[src/hw/opms_pkg.sv]
package opms_pkg;

  // Clock period and the mode transition latency.
  localparam int CLK_PERIOD_NS = 40;
  localparam int TRANS_LAT_NS = 1000;
  localparam int TRANS_LAT_CYC_I = (TRANS_LAT_NS + CLK_PERIOD_NS - 1) / CLK_PERIOD_NS;
  localparam logic [5:0] TRANS_LAT_CYC = 6'(TRANS_LAT_CYC_I);

  // Register byte offsets on the bus.
  localparam logic [3:0] REG_CTRL_OFS = 4'h0;
  localparam logic [3:0] REG_STATUS_OFS = 4'h4;

  // Field positions in the control and status words.
  localparam int CTRL_KEEP_POS = 8;
  localparam int STAT_FLAGS_POS = 2;
  localparam int STAT_DRIVE_POS = 16;

  // Reset values.
  localparam logic [7:0] CHAN_BITS_RST = 8'h00;
  localparam logic [6:0] SYNC_RST = 7'h0f;

  // Default channels tied to each direct input pin.
  localparam logic [7:0] IN0_CHAN_MAP = 8'h04;
  localparam logic [7:0] IN1_CHAN_MAP = 8'h08;

  // Operating modes with their binary codes.
  typedef enum logic [1:0] {
    OPMS_SLEEP = 2'b00,
    OPMS_LIMP = 2'b01,
    OPMS_ACTIVE = 2'b10,
    OPMS_IDLE = 2'b11
  } opms_mode_t;

  // Control pin levels.
  typedef struct packed {
    logic standby;
    logic [1:0] direct_input_pins;
  } opms_pins_t;

  // Supply comparator flags, each high when the supply is at or below the level.
  typedef struct packed {
    logic vs_le_3v0;
    logic vs_le_op;
    logic vdd_le_uv;
    logic vdd_le_lop;
  } opms_supply_t;

  // Capability outputs granted to the rest of the device.
  typedef struct packed {
    logic serial_regs_reset;
    logic serial_comm_en;
    logic serial_write_en;
    logic serial_out_hiz;
    logic sclk_fast_ok;
    logic limp_home_avail;
  } opms_caps_t;

  // Whole state of the controller.
  typedef struct packed {
    opms_mode_t mode;
    logic pwr;
    logic [5:0] wake;
    logic [7:0] channel_on_bits;
    logic keep_active_bit;
    logic [7:0] drive;
    opms_caps_t caps;
    logic ack;
    logic [31:0] dat;
  } opms_state_t;

endpackage

[src/hw/opms_ctrl.sv]
`timescale 1ns/1ns
`default_nettype none
module opms_ctrl import opms_pkg::*; (
  // Clock and reset.
  input wire logic clk_sys,
  input wire logic rst,
  // Classic Wishbone slave.
  input wire logic wb_cyc_i,
  input wire logic wb_stb_i,
  input wire logic wb_we_i,
  input wire logic [3:0] wb_adr_i,
  input wire logic [3:0] wb_sel_i,
  input wire logic [31:0] wb_dat_i,
  output logic [31:0] wb_dat_o,
  output logic wb_ack_o,
  // Control pins.
  input wire logic standby_pin,
  input wire logic [1:0] direct_input_pins,
  // Supply comparator flags.
  input wire logic vs_le_3v0,
  input wire logic vs_le_op,
  input wire logic vdd_le_uv,
  input wire logic vdd_le_lop,
  // Mode, channel drive and capability outputs.
  output logic [1:0] op_mode,
  output logic [7:0] channel_drive,
  output logic serial_regs_reset,
  output logic serial_comm_en,
  output logic serial_write_en,
  output logic serial_out_hiz,
  output logic sclk_fast_ok,
  output logic limp_home_avail
);

  opms_state_t s_q; // Registered state.
  opms_state_t s_d; // Next state.
  opms_pins_t pin_s; // Synchronised pins.
  opms_supply_t sup_s; // Synchronised supply flags.
  logic [6:0] sync_out; // Synchroniser output bundle.

  opms_sync #(.W(7), .RST_VAL(SYNC_RST)) u_sync (
    .clk_sys(clk_sys),
    .rst(rst),
    .async_i({standby_pin, direct_input_pins, vs_le_3v0, vs_le_op, vdd_le_uv, vdd_le_lop}),
    .sync_o(sync_out)
  );
  assign pin_s = opms_pins_t'(sync_out[6:4]);
  assign sup_s = opms_supply_t'(sync_out[3:0]);

  // Next-state logic for mode, registers, drive and bus.
  always_comb begin
    logic any_in;
    logic limp_ok;
    logic regs_rst;
    logic wake_req;
    logic band;
    logic [7:0] req;
    opms_mode_t mode_n;
    // Every local starts from a known value so no path leaves a latch.
    limp_ok = 1'b0;
    regs_rst = 1'b0;
    req = 8'h00;
    mode_n = OPMS_SLEEP;
    s_d = s_q;
    any_in = |pin_s.direct_input_pins;
    wake_req = 1'b0;
    band = sup_s.vs_le_op && !sup_s.vs_le_3v0;
    // Power-up needs a pin high and one supply operating.
    if (s_q.pwr) begin
      s_d.pwr = pin_s.standby || any_in;
    end else begin
      s_d.pwr = (pin_s.standby || any_in) && (!sup_s.vs_le_op || !sup_s.vdd_le_lop);
    end
    // Limp home lost without power or at low analog and digital undervoltage.
    limp_ok = s_d.pwr && !(sup_s.vs_le_3v0 && sup_s.vdd_le_uv);
    // Mode chosen from pins and bits.
    if (!s_d.pwr) begin
      mode_n = OPMS_SLEEP;
    end else if (!pin_s.standby) begin
      mode_n = (any_in && limp_ok) ? OPMS_LIMP : OPMS_SLEEP;
    end else if (any_in || (|s_q.channel_on_bits)
                 || (s_q.keep_active_bit && s_q.mode == OPMS_ACTIVE)) begin
      mode_n = OPMS_ACTIVE;
    end else begin
      mode_n = OPMS_IDLE;
    end
    // Leaving sleep or idle for a driving mode starts the latency.
    case (s_q.mode)
      OPMS_SLEEP, OPMS_IDLE: begin
        wake_req = (mode_n == OPMS_ACTIVE) || (mode_n == OPMS_LIMP);
      end
      OPMS_ACTIVE, OPMS_LIMP: begin
        wake_req = 1'b0;
      end
      default: begin
        mode_n = OPMS_SLEEP;
      end
    endcase
    s_d.mode = mode_n;
    if (wake_req) begin
      s_d.wake = TRANS_LAT_CYC;
    end else if (s_q.wake != 6'h00) begin
      s_d.wake = s_q.wake - 6'h01;
    end
    // Registers reset in sleep, limp home or digital undervoltage.
    regs_rst = (mode_n == OPMS_SLEEP) || (mode_n == OPMS_LIMP) || sup_s.vdd_le_uv;
    s_d.caps.serial_regs_reset = regs_rst;
    s_d.caps.serial_comm_en = !sup_s.vdd_le_uv && mode_n != OPMS_SLEEP;
    s_d.caps.serial_write_en = s_d.caps.serial_comm_en && mode_n != OPMS_LIMP;
    s_d.caps.serial_out_hiz = !s_d.caps.serial_comm_en;
    // Fast serial clock only outside the low-supply corner.
    s_d.caps.sclk_fast_ok = s_d.caps.serial_comm_en && !(sup_s.vdd_le_lop && sup_s.vs_le_op);
    s_d.caps.limp_home_avail = limp_ok;
    // Bus handshake: one ack per request, dropped the cycle after.
    s_d.ack = wb_cyc_i && wb_stb_i && !s_q.ack;
    s_d.dat = 32'h0000_0000;
    if (regs_rst) begin
      s_d.channel_on_bits = CHAN_BITS_RST;
      s_d.keep_active_bit = 1'b0;
    end else if (s_d.ack && wb_we_i && wb_adr_i == REG_CTRL_OFS && s_q.caps.serial_write_en) begin
      // Serial writes accepted only when serial_write_en was already set in the cycle before.
      if (wb_sel_i[0]) begin
        s_d.channel_on_bits = wb_dat_i[7:0];
      end
      if (wb_sel_i[1]) begin
        s_d.keep_active_bit = wb_dat_i[CTRL_KEEP_POS];
      end
    end
    // Read data; unmapped offsets read zero.
    if (s_d.ack && !wb_we_i) begin
      if (wb_adr_i == REG_CTRL_OFS) begin
        s_d.dat[7:0] = s_q.channel_on_bits;
        s_d.dat[CTRL_KEEP_POS] = s_q.keep_active_bit;
      end else if (wb_adr_i == REG_STATUS_OFS) begin
        s_d.dat[1:0] = s_q.mode;
        s_d.dat[STAT_FLAGS_POS +: 6] = s_q.caps;
        s_d.dat[STAT_FLAGS_POS + 6] = s_q.pwr;
        s_d.dat[STAT_DRIVE_POS +: 8] = s_q.drive;
      end
    end
    // Pins drive their default channels; serial bits only in active.
    req = (pin_s.direct_input_pins[0] ? IN0_CHAN_MAP : 8'h00)
        | (pin_s.direct_input_pins[1] ? IN1_CHAN_MAP : 8'h00);
    if (mode_n == OPMS_ACTIVE && !sup_s.vdd_le_uv) begin
      req = req | s_d.channel_on_bits;
    end
    if ((mode_n != OPMS_ACTIVE && mode_n != OPMS_LIMP) || s_d.wake != 6'h00) begin
      req = 8'h00;
    end
    // In the mid analog band only channels already on may stay on.
    s_d.drive = band ? (req & s_q.drive) : req;
  end

  // State register.
  always_ff @(posedge clk_sys or posedge rst) begin
    if (rst) begin
      s_q <= '0;
      s_q.mode <= OPMS_SLEEP;
      s_q.caps.serial_regs_reset <= 1'b1;
      s_q.caps.serial_out_hiz <= 1'b1;
    end else begin
      s_q <= s_d;
    end
  end

  // Outputs straight from the state register.
  assign op_mode = s_q.mode;
  assign channel_drive = s_q.drive;
  assign serial_regs_reset = s_q.caps.serial_regs_reset;
  assign serial_comm_en = s_q.caps.serial_comm_en;
  assign serial_write_en = s_q.caps.serial_write_en;
  assign serial_out_hiz = s_q.caps.serial_out_hiz;
  assign sclk_fast_ok = s_q.caps.sclk_fast_ok;
  assign limp_home_avail = s_q.caps.limp_home_avail;
  assign wb_ack_o = s_q.ack;
  assign wb_dat_o = s_q.dat;
endmodule
`default_nettype wire

[src/hw/opms_sync.sv]
`timescale 1ns/1ns
`default_nettype none
// Two-stage synchroniser; the first stage feeds only the second.
module opms_sync import opms_pkg::*; #(
  parameter int W = 7,
  parameter logic [W-1:0] RST_VAL = '0
) (
  // Clock and reset.
  input wire logic clk_sys,
  input wire logic rst,
  // Raw and synchronised levels.
  input wire logic [W-1:0] async_i,
  output logic [W-1:0] sync_o
);

  genvar i;
  // One flop pair per bit.
  generate
    for (i = 0; i < W; i++) begin : g_bit
      logic meta_q;
      logic stab_q;
      // The first flop is read only by the second.
      always_ff @(posedge clk_sys or posedge rst) begin
        if (rst) begin
          meta_q <= RST_VAL[i];
          stab_q <= RST_VAL[i];
        end else begin
          meta_q <= async_i[i];
          stab_q <= meta_q;
        end
      end
      assign sync_o[i] = stab_q;
    end
  endgenerate

endmodule
`default_nettype wire

[config.mk]
export PLATFORM = sky130hd
export DESIGN_NAME = opms_ctrl
export DESIGN_NICKNAME = d
export VERILOG_FILES = /design/src/hw/opms_pkg.sv /design/src/hw/opms_ctrl.sv /design/src/hw/opms_sync.sv
export SDC_FILE = /design/constraint.sdc
export NUM_CORES = 1
export LEC_CHECK = 0
export BUFFER_PORTS_ARGS = -buffer_cell sky130_fd_sc_hd__buf_2
export CAP_MARGIN = 15
export CORE_ASPECT_RATIO = 0.6
export CORE_MARGIN = 4
export CORE_UTILIZATION = 28
export DETAILED_ROUTE_END_ITERATION = 7
export MAX_ROUTING_LAYER = met4
export SLEW_MARGIN = 30
export SYNTH_ARGS = -nofsm -noshare
export SYNTH_HDL_FRONTEND = slang
export SYNTH_SLANG_ARGS = --single-unit
[constraint.sdc]
create_clock -name clk_sys -period 2.78 [get_ports clk_sys]
set_clock_uncertainty 0.2 [all_clocks]
set_input_delay 0.278 -clock clk_sys [delete_from_list [all_inputs] [get_ports clk_sys]]
set_output_delay 0.278 -clock clk_sys [all_outputs]
set_load 0.01 [all_outputs]
==> results of run 1 <==
## synthesized netlist by cell type, types with 3 or more instances
cell type  instances
dfrtp_1           54
nor2_1            21
nor3_1             3
nand2_1            8
nor4_1             6
inv_1             10
ha_1               6
a21oi_1           12
nand2b_1           3
o2bb2ai_1          5
and2_1             9
a22oi_1            9
o31ai_1            7
dfstp_2           10
nand3_1            3
nand4_1            8
buf_2              3
buf_4             42
mux2i_1            3
## how the worst max path moves through the flow
stage | from | to | slack, ps | depth (start not counted)
floorplan | s_q[53] | channel_drive[2] | 280 | 9
global placement | s_q[53] | channel_drive[3] | 10 | 10
global route | s_q[54] | channel_drive[1] | -30 | 11
finish | s_q[54] | channel_drive[7] | 150 | 11
CTS | s_q[53] | channel_drive[2] | 10 | 10
detailed placement | s_q[53] | channel_drive[2] | 30 | 10
## placed cells by master, fill, tap and decap left out, types with 2 or more instances in the layout
| cell | instances |
|---|---|
| inv_1 | 9 |
| buf_4 | 24 |
| nand2_1 | 7 |
| or2_2 | 2 |
| nand3b_1 | 2 |
| dfstp_2 | 10 |
| clkbuf_16 | 9 |
| clkbuf_8 | 3 |
| o2bb2ai_1 | 5 |
| a21o_1 | 2 |
| a21oi_1 | 11 |
| clkbuf_1 | 2 |
| nor4_2 | 6 |
| nand2b_1 | 3 |
| nand4_1 | 8 |
| nand3_1 | 3 |
| conb_1 | 15 |
| dlygate4sd3_1 | 7 |
| nor4b_2 | 2 |
| buf_2 | 60 |
| nor2_1 | 21 |
| and2_1 | 9 |
| mux2i_1 | 3 |
| ha_1 | 5 |
| nor3_1 | 3 |
| bufinv_16 | 2 |
| o31ai_1 | 7 |
| dfrtp_1 | 54 |
| a22oi_1 | 9 |
## final cells by class
type | count | area share
clock buffers | 14 | 0.0718
clock inverters | 2 | 0.0157
inverters | 11 | 0.0108
multi-input cells | 151 | 0.287
flip-flops and latches | 64 | 0.423
well taps | 135 | 0.0443
repair buffers | 92 | 0.147
## power by group
part           switching (mW)  total, mW  internal [mW]
combinational           0.262      0.477          0.215
sequential             0.0615       1.06          0.996
clock                   0.384       1.24          0.858
total                   0.708       2.78           2.07
## per-layer routing
| metal | up-vias | share of wire | global-route usage |
|---|---|---|---|
| met4 | 0 | 0.0086 | 0.0369 |
| met1 | 992 | 0.49 | 0.168 |
| li1 | 1001 | - | - |
| met3 | 8 | 0.086 | 0.0535 |
| met2 | 78 | 0.41 | 0.167 |
| met5 | - | 0 | - |
## worst max-delay path, delay by kind of cell, from the launching register on
family | cells | cell delay, ps
buffers and inverters | 3 | 450
flip-flops | 1 | 390
adder cells (fa/ha/maj) | 1 | 280
AO/OA/AOI/OAI | 3 | 570
AND/OR/NAND/NOR | 4 | 640
## cells by family (layout without fill, tap and decap cells)
| family | Yosys count | in the layout | synth area share |
|---|---|---|---|
| fa+ha+maj | 6 | 6 | 0.0253 |
| buf+inv | 59 | 119 | 0.129 |
| flops | 64 | 64 | 0.543 |
| xor+xnor | 2 | 2 | 0.00590 |
| simple gates | 79 | 79 | 0.159 |
| mux | 3 | 3 | 0.0101 |
| compound gates | 46 | 46 | 0.126 |
| other cells | 1 | 15 | 0.00126 |
## through the flow
step	hold slack (ps)	power, mW	worst slack [ps]
final	-23.2	2.78	147
after global routing	39.1	2.91	-25.2
after CTS	12.0	2.77	10.0
after detailed placement	142	1.50	27.0
after global placement	143	1.49	13.1
after floorplan	82.5	1.37	282
## registers in the layout (all words and copies together), names as in the netlist
| name | flops |
|---|---|
| serial_write_en | 1 |
| serial_out_hiz | 1 |
| limp_home_avail | 1 |
| u_sync.g_bit.meta_q | 7 |
| op_mode | 2 |
| s_q | 16 |
| sclk_fast_ok | 1 |
| wb_ack_o | 1 |
| channel_drive | 8 |
| wb_dat_o | 17 |
| u_sync.g_bit.stab_q | 7 |
| serial_regs_reset | 1 |
| serial_comm_en | 1 |
## timing repair
item | CTS | global route
hold endpoints to repair | 7 | 0
buffers inserted | 0 | 8
setup endpoints to repair | 1 | 8
resized for setup | 0 | 11
pin swaps | 1 | 10
hold buffers | 7 | 0
==> results.yml, run 1 <==
global_routing:
  grt_util_all_layers: 0.124
  grt_pass1_wl_um: 11300
  grt_max_degree: 65
  antenna_found_initial: 0
  grt-ovfl-total: 0
  grt_pass1_vias: 2117
cells_and_area:
  area_growth_pct: 28.4
  nFillCells: 991
  instances_no_fill: 469
  multi_input_area_um2: 1100
  fin_util: 0.378
  n_antenna_cell: 0
  stdcell_area_um2: 3820
  drive_gt1_frac: 0.398
  final_nets: 387
  register_area_um2: 1610
clock_network:
  cts_made_buffers: 9
  cts_root_buffer: "clkbuf_16"
  clk_path_buf_depth: 2
  cts_tree: "built"
  insertion_delay_ps: 330
  cts.sinks: 64
  clk_pin_slew_worst_paths_ps: 60
  cts-htree-levels: 3
die:
  die_h_um: 87.8
  rows: 28
  initial_utilization: 0.295
  dieArea_um2: 12400
  io_pins: 101
  die_w_um: 141
  core_area_um2: 10100
critical_path:
  crit_type: "reg -> reg"
  worstSetupStartpointType: "flop"
  endpoint_kind: "flop"
  cp_max_fo: 7
  reg2reg_slack_ps: 150
  r2r_cells: 11
  reg2reg_to: "channel_drive[7]"
  r2r_start: "s_q[54]"
  path_cells: "nor4b_2 > buf_4 > nand4_1 > a21oi_2 > inv_1 > ha_4 > nand2_2 > o311ai_4 > o2111ai_4 > buf_6 > nor4_2"
  crit_required_ps: 2810
  cpPeakStageDelay_ps: 390
  slowest_stage: "dfrtp_1"
  critPathArrivalTime_ps: 2660
drt:
  drt-total-wl_um: 7090
  wire_per_inst_um: 15.1
  vias_per_cell: 4.43
  firstDrtPassIters: 4
  drc: 0
  ant_nets: 0
  drtIter0Drc: 103
  vias: 2079
placement:
  place_congestion: 0.790
  hpwl_um: 5200
  postPlaceCellArea_um2: 3280
  dp.cells: 438
  portBuffers: 60
timing:
  period_share: 0.947
  slew_viol_final: 0
  hold_viol: 26
  fmax_mhz: 380
  setup_violations: 0
  rsz0062_at_grt: "yes"
  setup_tns_ps: 0
  fin_crit_ps: 2630
  worstMarginPinSlew_ps: 800
  hold_ws_ps: -23.2
  slew_headroom: 0.466
synthesis:
  synth_top_area_frac: 0.455
  syn_avg_cell_area_um2: 11.4
  yosysTopAreaCell: "dfrtp_1"
  post_synth_num_cell_types: 52
  syn-instance-count: 260
  yosysSeqAreaShare: 0.543
  synth_edf_count: 0
  syn_area_um2: 2970
  ys_ff_latch: 64
  async_flop_share: 1.00
  synth-main-ff-cell: "dfrtp_1"
  yosysWarnings: 0
  synth.area.top_cells: "dfrtp_1, buf_4, dfstp_2, nor2_1, ha_1"
run:
  cap_viol_max_count: 0
outcome:
  violations: "negative hold slack"
  status: "finished with violations"
power_and_ir_drop:
  p_leak_nw: 1.78
  powerDensity_nw_per_um2: 728
  ir_drop_v: 0.000386
worst_hold_path:
  hold_class: "in -> async"
(Power assumes the default switching activity.)
==> run 2, diff against run 1 <==
--- a/config.mk
+++ b/config.mk
@@ -5,6 +5,7 @@
 export SDC_FILE = /design/constraint.sdc
 export NUM_CORES = 1
 export LEC_CHECK = 0
+export ABC_AREA = 1
 export BUFFER_PORTS_ARGS = -buffer_cell sky130_fd_sc_hd__buf_2
 export CAP_MARGIN = 15
 export CORE_ASPECT_RATIO = 0.6
@@ -15,4 +16,5 @@
 export SLEW_MARGIN = 30
 export SYNTH_ARGS = -nofsm -noshare
 export SYNTH_HDL_FRONTEND = slang
+export SYNTH_HIERARCHICAL = 1
 export SYNTH_SLANG_ARGS = --single-unit
==> run 2 against run 1 <==
The flow now finishes without violations. Combinational power down 12%. Clock power about the same. First-iteration DRC count up 15%. Core utilization down 2.8 points. Hold slack better by 100 ps. Design area down 0.82%. Total power down 3.2%. Sequential share of layout area up 0.35 points. Die area up 6.2%.
==> results.yml, run 2 <==
synthesis:
  syn_avg_cell_area_um2: 9.17
  yosysWarnings: 6
  synth.area.top_cells: "dfrtp_1, buf_4, dfstp_2, inv_1, nand2_1"
  synth_edf_count: 0
  yosysSeqAreaShare: 0.509
  syn_area_um2: 3170
  post_synth_num_cell_types: 31
  async_flop_share: 1.00
  ys_ff_latch: 64
  synth_top_area_frac: 0.426
  synth-main-ff-cell: "dfrtp_1"
  ys_top_cells_by_count: "inv_1, dfrtp_1, nand2_1"
  yosysTopAreaCell: "dfrtp_1"
  syn-instance-count: 346
  synth_most_common_cell: "inv_1"
drt:
  drc: 0
  vias_per_cell: 4.20
  vias: 2238
  drt-total-wl_um: 7060
  drtIter0Drc: 118
  firstDrtPassIters: 4
  ant_nets: 0
  wire_per_inst_um: 13.3
global_routing:
  grt_util_all_layers: 0.114
  grt_pass1_wl_um: 11500
  grt-ovfl-total: 0
  grt_max_degree: 51
  grt_pass1_vias: 2169
  antenna_found_initial: 0
timing:
  hold_viol: 0
  worstMarginPinSlew_ps: 675
  fin_crit_ps: 2540
  slew_viol_final: 0
  fmax_mhz: 393
  slew_headroom: 0.549
  period_share: 0.915
  rsz0062_at_grt: "no"
  setup_violations: 0
placement:
  dp.cells: 509
  hpwl_um: 5380
  place_congestion: 0.787
  portBuffers: 60
die:
  core_area_um2: 10800
  initial_utilization: 0.293
  rows: 29
  die_w_um: 145
  dieArea_um2: 13200
  die_h_um: 90.4
  io_pins: 101
power_and_ir_drop:
  p_leak_nw: 1.97
  power.total_mw: 2.69
  ir_drop_v: 0.000325
  powerDensity_nw_per_um2: 710
cells_and_area:
  nFillCells: 1111
  register_area_um2: 1610
  drive_gt1_frac: 0.277
  final_common_cell: "buf_2"
  multi_input_area_um2: 1030
  final_nets: 447
  mostFrequentLayoutCells: "buf_2, inv_1, dfrtp_1"
  n_antenna_cell: 0
  instances_no_fill: 533
  area_growth_pct: 19.3
  fin_util: 0.350
  largest_reg_flops: 17
critical_path:
  crit_required_ps: 2830
  crit_type: "reg -> reg"
  worstSetupStartpointType: "flop"
  critPathArrivalTime_ps: 2590
  cp_max_fo: 6
  endpoint_kind: "flop"
clock_network:
  cts-htree-levels: 3
  clk_pin_slew_worst_paths_ps: 50
  cts_root_buffer: "clkbuf_16"
  insertion_delay_ps: 330
  cts_tree: "built"
  cts_made_buffers: 9
  clk_path_buf_depth: 2
  cts.sinks: 64
run:
  cap_viol_max_count: 0
worst_hold_path:
  hold_class: "in -> reg"
outcome:
  status: "finished, final reports clean"
==> run 2: changes by cell type in the layout (fill, tap and decap cells not counted), sizes merged, moves of 7 or more <==
cell   delta
a22oi     -9
and2      -9
buf      -23
inv      +49
nand2    +45
nand3    +16
nand4    +10
nor2      +7
nor4      -7
o21ai     +9
o31ai     -7
==> run 2: per-stage QoR <==
stage | setup slack [ps] | hold slack, ps | TNS [ps] | area (um2)
after floorplan | 299 | -38.5 | 0 | 3220
after global placement | 85.5 | 121 | 0 | 3340
after detailed placement | -8.18 | 140 | -8.18 | 3340
after CTS | 25.1 | 59.6 | 0 | 3760
after global routing | 61.3 | 78.3 | 0 | 3780
final | 235 | 81.1 | 0 | 3780
==> run 2: cells by family (layout without fill, tap and decap cells) <==
family	after synthesis	count (layout)	synth area share
adders and majority gates	6	6	0.0237
AOI/OAI and AO/OA	26	26	0.0446
DFF	64	64	0.509
buffers and inverters	112	146	0.192
xor gates and xnor gates	1	1	0.00276
and+or+nand+nor	136	136	0.227
other	1	15	0.00118
==> run 2: what timing repair did <==
action	in CTS	in global routing
hold buffers	8	0
buffers inserted	0	0
hold endpoints to repair	61	0
gates cloned	0	0
endpoints found under the setup margin	1	8
resized for setup	1	4
==> run 2: report_power, final <==
group | internal (mW) | switching, mW | leakage (nW)
registers | 0.996 | 0.0471 | 0.817
clock network | 0.835 | 0.392 | 0.159
logic | 0.139 | 0.279 | 0.993
total | 1.97 | 0.719 | 1.97
==> run 2: worst max-delay path, cell delays in order (launching register included) <==
cell      delay [ps]
dfrtp_1          330
inv_1             60
ha_1             190
a211oi_1         230
nand3_1          150
a21oi_2          160
inv_1            100
ha_4             260
nand2_4           90
a21boi_2         190
nand3_2          100
nor2_4           130
nand3_4          120
nor2_1           150
==> run 2: worst paths after layout <==
| kind | cells after the start | slack [ps] | endpoint | from |
|---|---|---|---|---|
| worst max-delay path | 13 | 240 | channel_drive[5] | op_mode[0] |
| max in group asynchronous | 3 | 1700 | u_sync/g_bit[1].stab_q | rst |
| worst max register to register | 13 | 240 | channel_drive[5] | op_mode[0] |
| worst min register to register | 0 | 150 | u_sync/g_bit[6].stab_q | u_sync/g_bit[6].meta_q |
| worst min-delay path | 4 | 80 | wb_dat_o[6] | wb_adr_i[0] |
| min in group asynchronous | 3 | 330 | u_sync/g_bit[6].stab_q | rst |
==> run 2: per-layer routing <==
| layer | GRT usage | part of all wire |
|---|---|---|
| met1 | 0.156 | 0.50 |
| met2 | 0.157 | 0.42 |
| met3 | 0.0426 | 0.063 |
| met4 | 0.0355 | 0.012 |
| met5 | - | 0 |
==> run 2: area by class of cell <==
| type | instances | area share |
|---|---|---|
| clock buffers | 12 | 0.0678 |
| repair buffers | 70 | 0.108 |
| flip-flops and latches | 64 | 0.426 |
| well taps | 139 | 0.0460 |
| multi-input cells | 184 | 0.272 |
| inverters | 60 | 0.0595 |
| clock inverters | 4 | 0.0202 |
==> run 3, diff against run 2 <==
==> constraint.sdc (replaced) <==
create_clock -name clk_sys -period 2.4 [get_ports clk_sys]
set_clock_uncertainty 0.2 [all_clocks]
set_input_delay 0.24 -clock clk_sys [delete_from_list [all_inputs] [get_ports clk_sys]]
set_output_delay 0.24 -clock clk_sys [all_outputs]
set_load 0.01 [all_outputs]
==> run 3 against run 2 <==
The flow now finishes with violations (negative setup slack). Worst setup slack worse by 320 ps. First-iteration DRC count down 8.5%. Largest cell class unchanged. Design area up 6.8%. Sequential power up 16%. Critical path depth down 1. Die area unchanged. Final cell count up 5.6%.
==> results.yml, run 3 (synthesis gave the netlist of run 2 again) <==
timing:
  rsz0062_at_grt: "yes"
  hold_ws_ps: 39.1
  slew_headroom: 0.568
  setup_tns_ps: -518
  fin_ws_ps: -82.9
  period_share: 1.03
  worstMarginPinSlew_ps: 646
  setup_violations: 8
  hold_viol: 0
  fin_crit_ps: 2480
  slew_viol_final: 0
  fmax_mhz: 403
drt:
  firstDrtPassIters: 4
  drc: 0
  drtIter0Drc: 108
  wire_per_inst_um: 13.4
  ant_nets: 0
  vias_per_cell: 4.13
  drt-total-wl_um: 7520
  vias: 2328
cells_and_area:
  drive_gt1_frac: 0.351
  area_growth_pct: 27.4
  final_common_cell: "buf_2"
  largest_reg_flops: 17
  final_nets: 477
  instances_no_fill: 563
  n_antenna_cell: 0
  mostFrequentLayoutCells: "buf_2, inv_1, dfrtp_1"
die:
  initial_utilization: 0.293
  core_area_um2: 10800
  die_w_um: 145
  dieArea_um2: 13200
  io_pins: 101
  die_h_um: 90.4
  rows: 29
clock_network:
  cts-htree-levels: 3
  clk_path_buf_depth: 2
  insertion_delay_ps: 330
  cts.sinks: 64
  cts_tree: "built"
  cts_made_buffers: 9
  clk_pin_slew_worst_paths_ps: 50
  cts_root_buffer: "clkbuf_16"
global_routing:
  antenna_found_initial: 0
  grt_pass1_wl_um: 12400
  grt_pass1_vias: 2374
  grt-ovfl-total: 0
  grt_max_degree: 26
  grt_util_all_layers: 0.123
critical_path:
  crit_required_ps: 2460
  critPathArrivalTime_ps: 2540
  worstSetupStartpointType: "flop"
  reg2reg_slack_ps: -80
  cp_max_fo: 6
  crit_type: "reg -> reg"
  endpoint_kind: "flop"
run:
  cap_viol_max_count: 0
outcome:
  status: "finished with violations"
  violations: "negative setup slack"
placement:
  dp.cells: 527
  hpwl_um: 5700
  place_congestion: 0.793
  portBuffers: 60
power_and_ir_drop:
  powerDensity_nw_per_um2: 787
  ir_drop_v: 0.000399
  power.total_mw: 3.18
  p_leak_nw: 2.11
worst_hold_path:
  hold_class: "in -> reg"
-- run 3: cell types whose count changed in the layout (fill, tap and decap cells not counted), moves of 2 or more --
cell      previous run  this run
nor2_4               4         7
nand3_1             14        12
nor2_1              22        17
inv_2                3         5
nand3_2              2         4
clkbuf_8             2         0
nor2_2               2         4
buf_4                1        32
inv_1               56        54
-- run 3: cell type report --
| cell class | instances | area, um2 |
|---|---|---|
| Fill cell | 1112 | 6770 |
| Sequential cell | 64 | 1610 |
| Multi-Input combinational cell | 184 | 1090 |
| Timing Repair Buffer | 100 | 621 |
| Clock buffer | 11 | 233 |
| Inverter | 60 | 225 |
| Tap cell | 139 | 174 |
| Clock inverter | 5 | 81.3 |
-- run 3: what timing repair did --
action                     in CTS  in global routing
pin swaps                      13                  6
setup buffers                  10                  2
hold endpoints to repair       35                  0
setup endpoints to repair       8                  9
gates resized for setup        11                  7
hold buffers                    8                  0
-- run 3: power by group --
| group | switching (mW) | total [mW] | internal, mW |
|---|---|---|---|
| sequential | 0.0567 | 1.21 | 1.15 |
| combinational | 0.367 | 0.599 | 0.232 |
| clock | 0.463 | 1.37 | 0.909 |
| total | 0.887 | 3.18 | 2.29 |
-- run 3: stage by stage --
| stage | utilization | setup slack [ps] | instance area, um2 |
|---|---|---|---|
| 2_1_floorplan | - | 5.96 | 3240 |
| 3_3_place_gp | 0.322 | -242 | 3480 |
| 3_5_place_dp | 0.322 | -258 | 3480 |
| 4_1_cts | 0.370 | -90.7 | 4000 |
| 5_1_grt | 0.374 | -180 | 4040 |
| 6_report | 0.374 | -82.9 | 4040 |
-- run 3: worst max-delay path, stage by stage (launching register included) --
cell	delay (ps)
dfrtp_1	380
nor4_2	320
buf_4	170
nand3_2	70
a21oi_2	170
inv_2	70
ha_4	230
nand2_4	90
a21boi_4	190
nand3_2	110
nor2_4	140
nand3_4	140
nor2_1	120
-- run 3: routing by layer --
| layer | vias up | track usage | wire length (um) |
|---|---|---|---|
| met5 | - | - | 0 |
| met4 | 0 | 0.0348 | 73 |
| met3 | 7 | 0.0476 | 427 |
| met2 | 59 | 0.180 | 3350 |
| met1 | 1079 | 0.160 | 3670 |
| li1 | 1183 | - | - |
-- run 3: final timing paths --
check                                       start                      to  cells past startpoint
min                                   wb_adr_i[0]             wb_dat_o[6]                      4
min in group asynchronous                     rst  u_sync/g_bit[5].meta_q                      3
max reg2reg                               s_q[50]        channel_drive[4]                     12
min reg2reg                u_sync/g_bit[6].meta_q  u_sync/g_bit[6].stab_q                      0
max                                       s_q[50]        channel_drive[4]                     12
max in group asynchronous                     rst       serial_regs_reset                      4
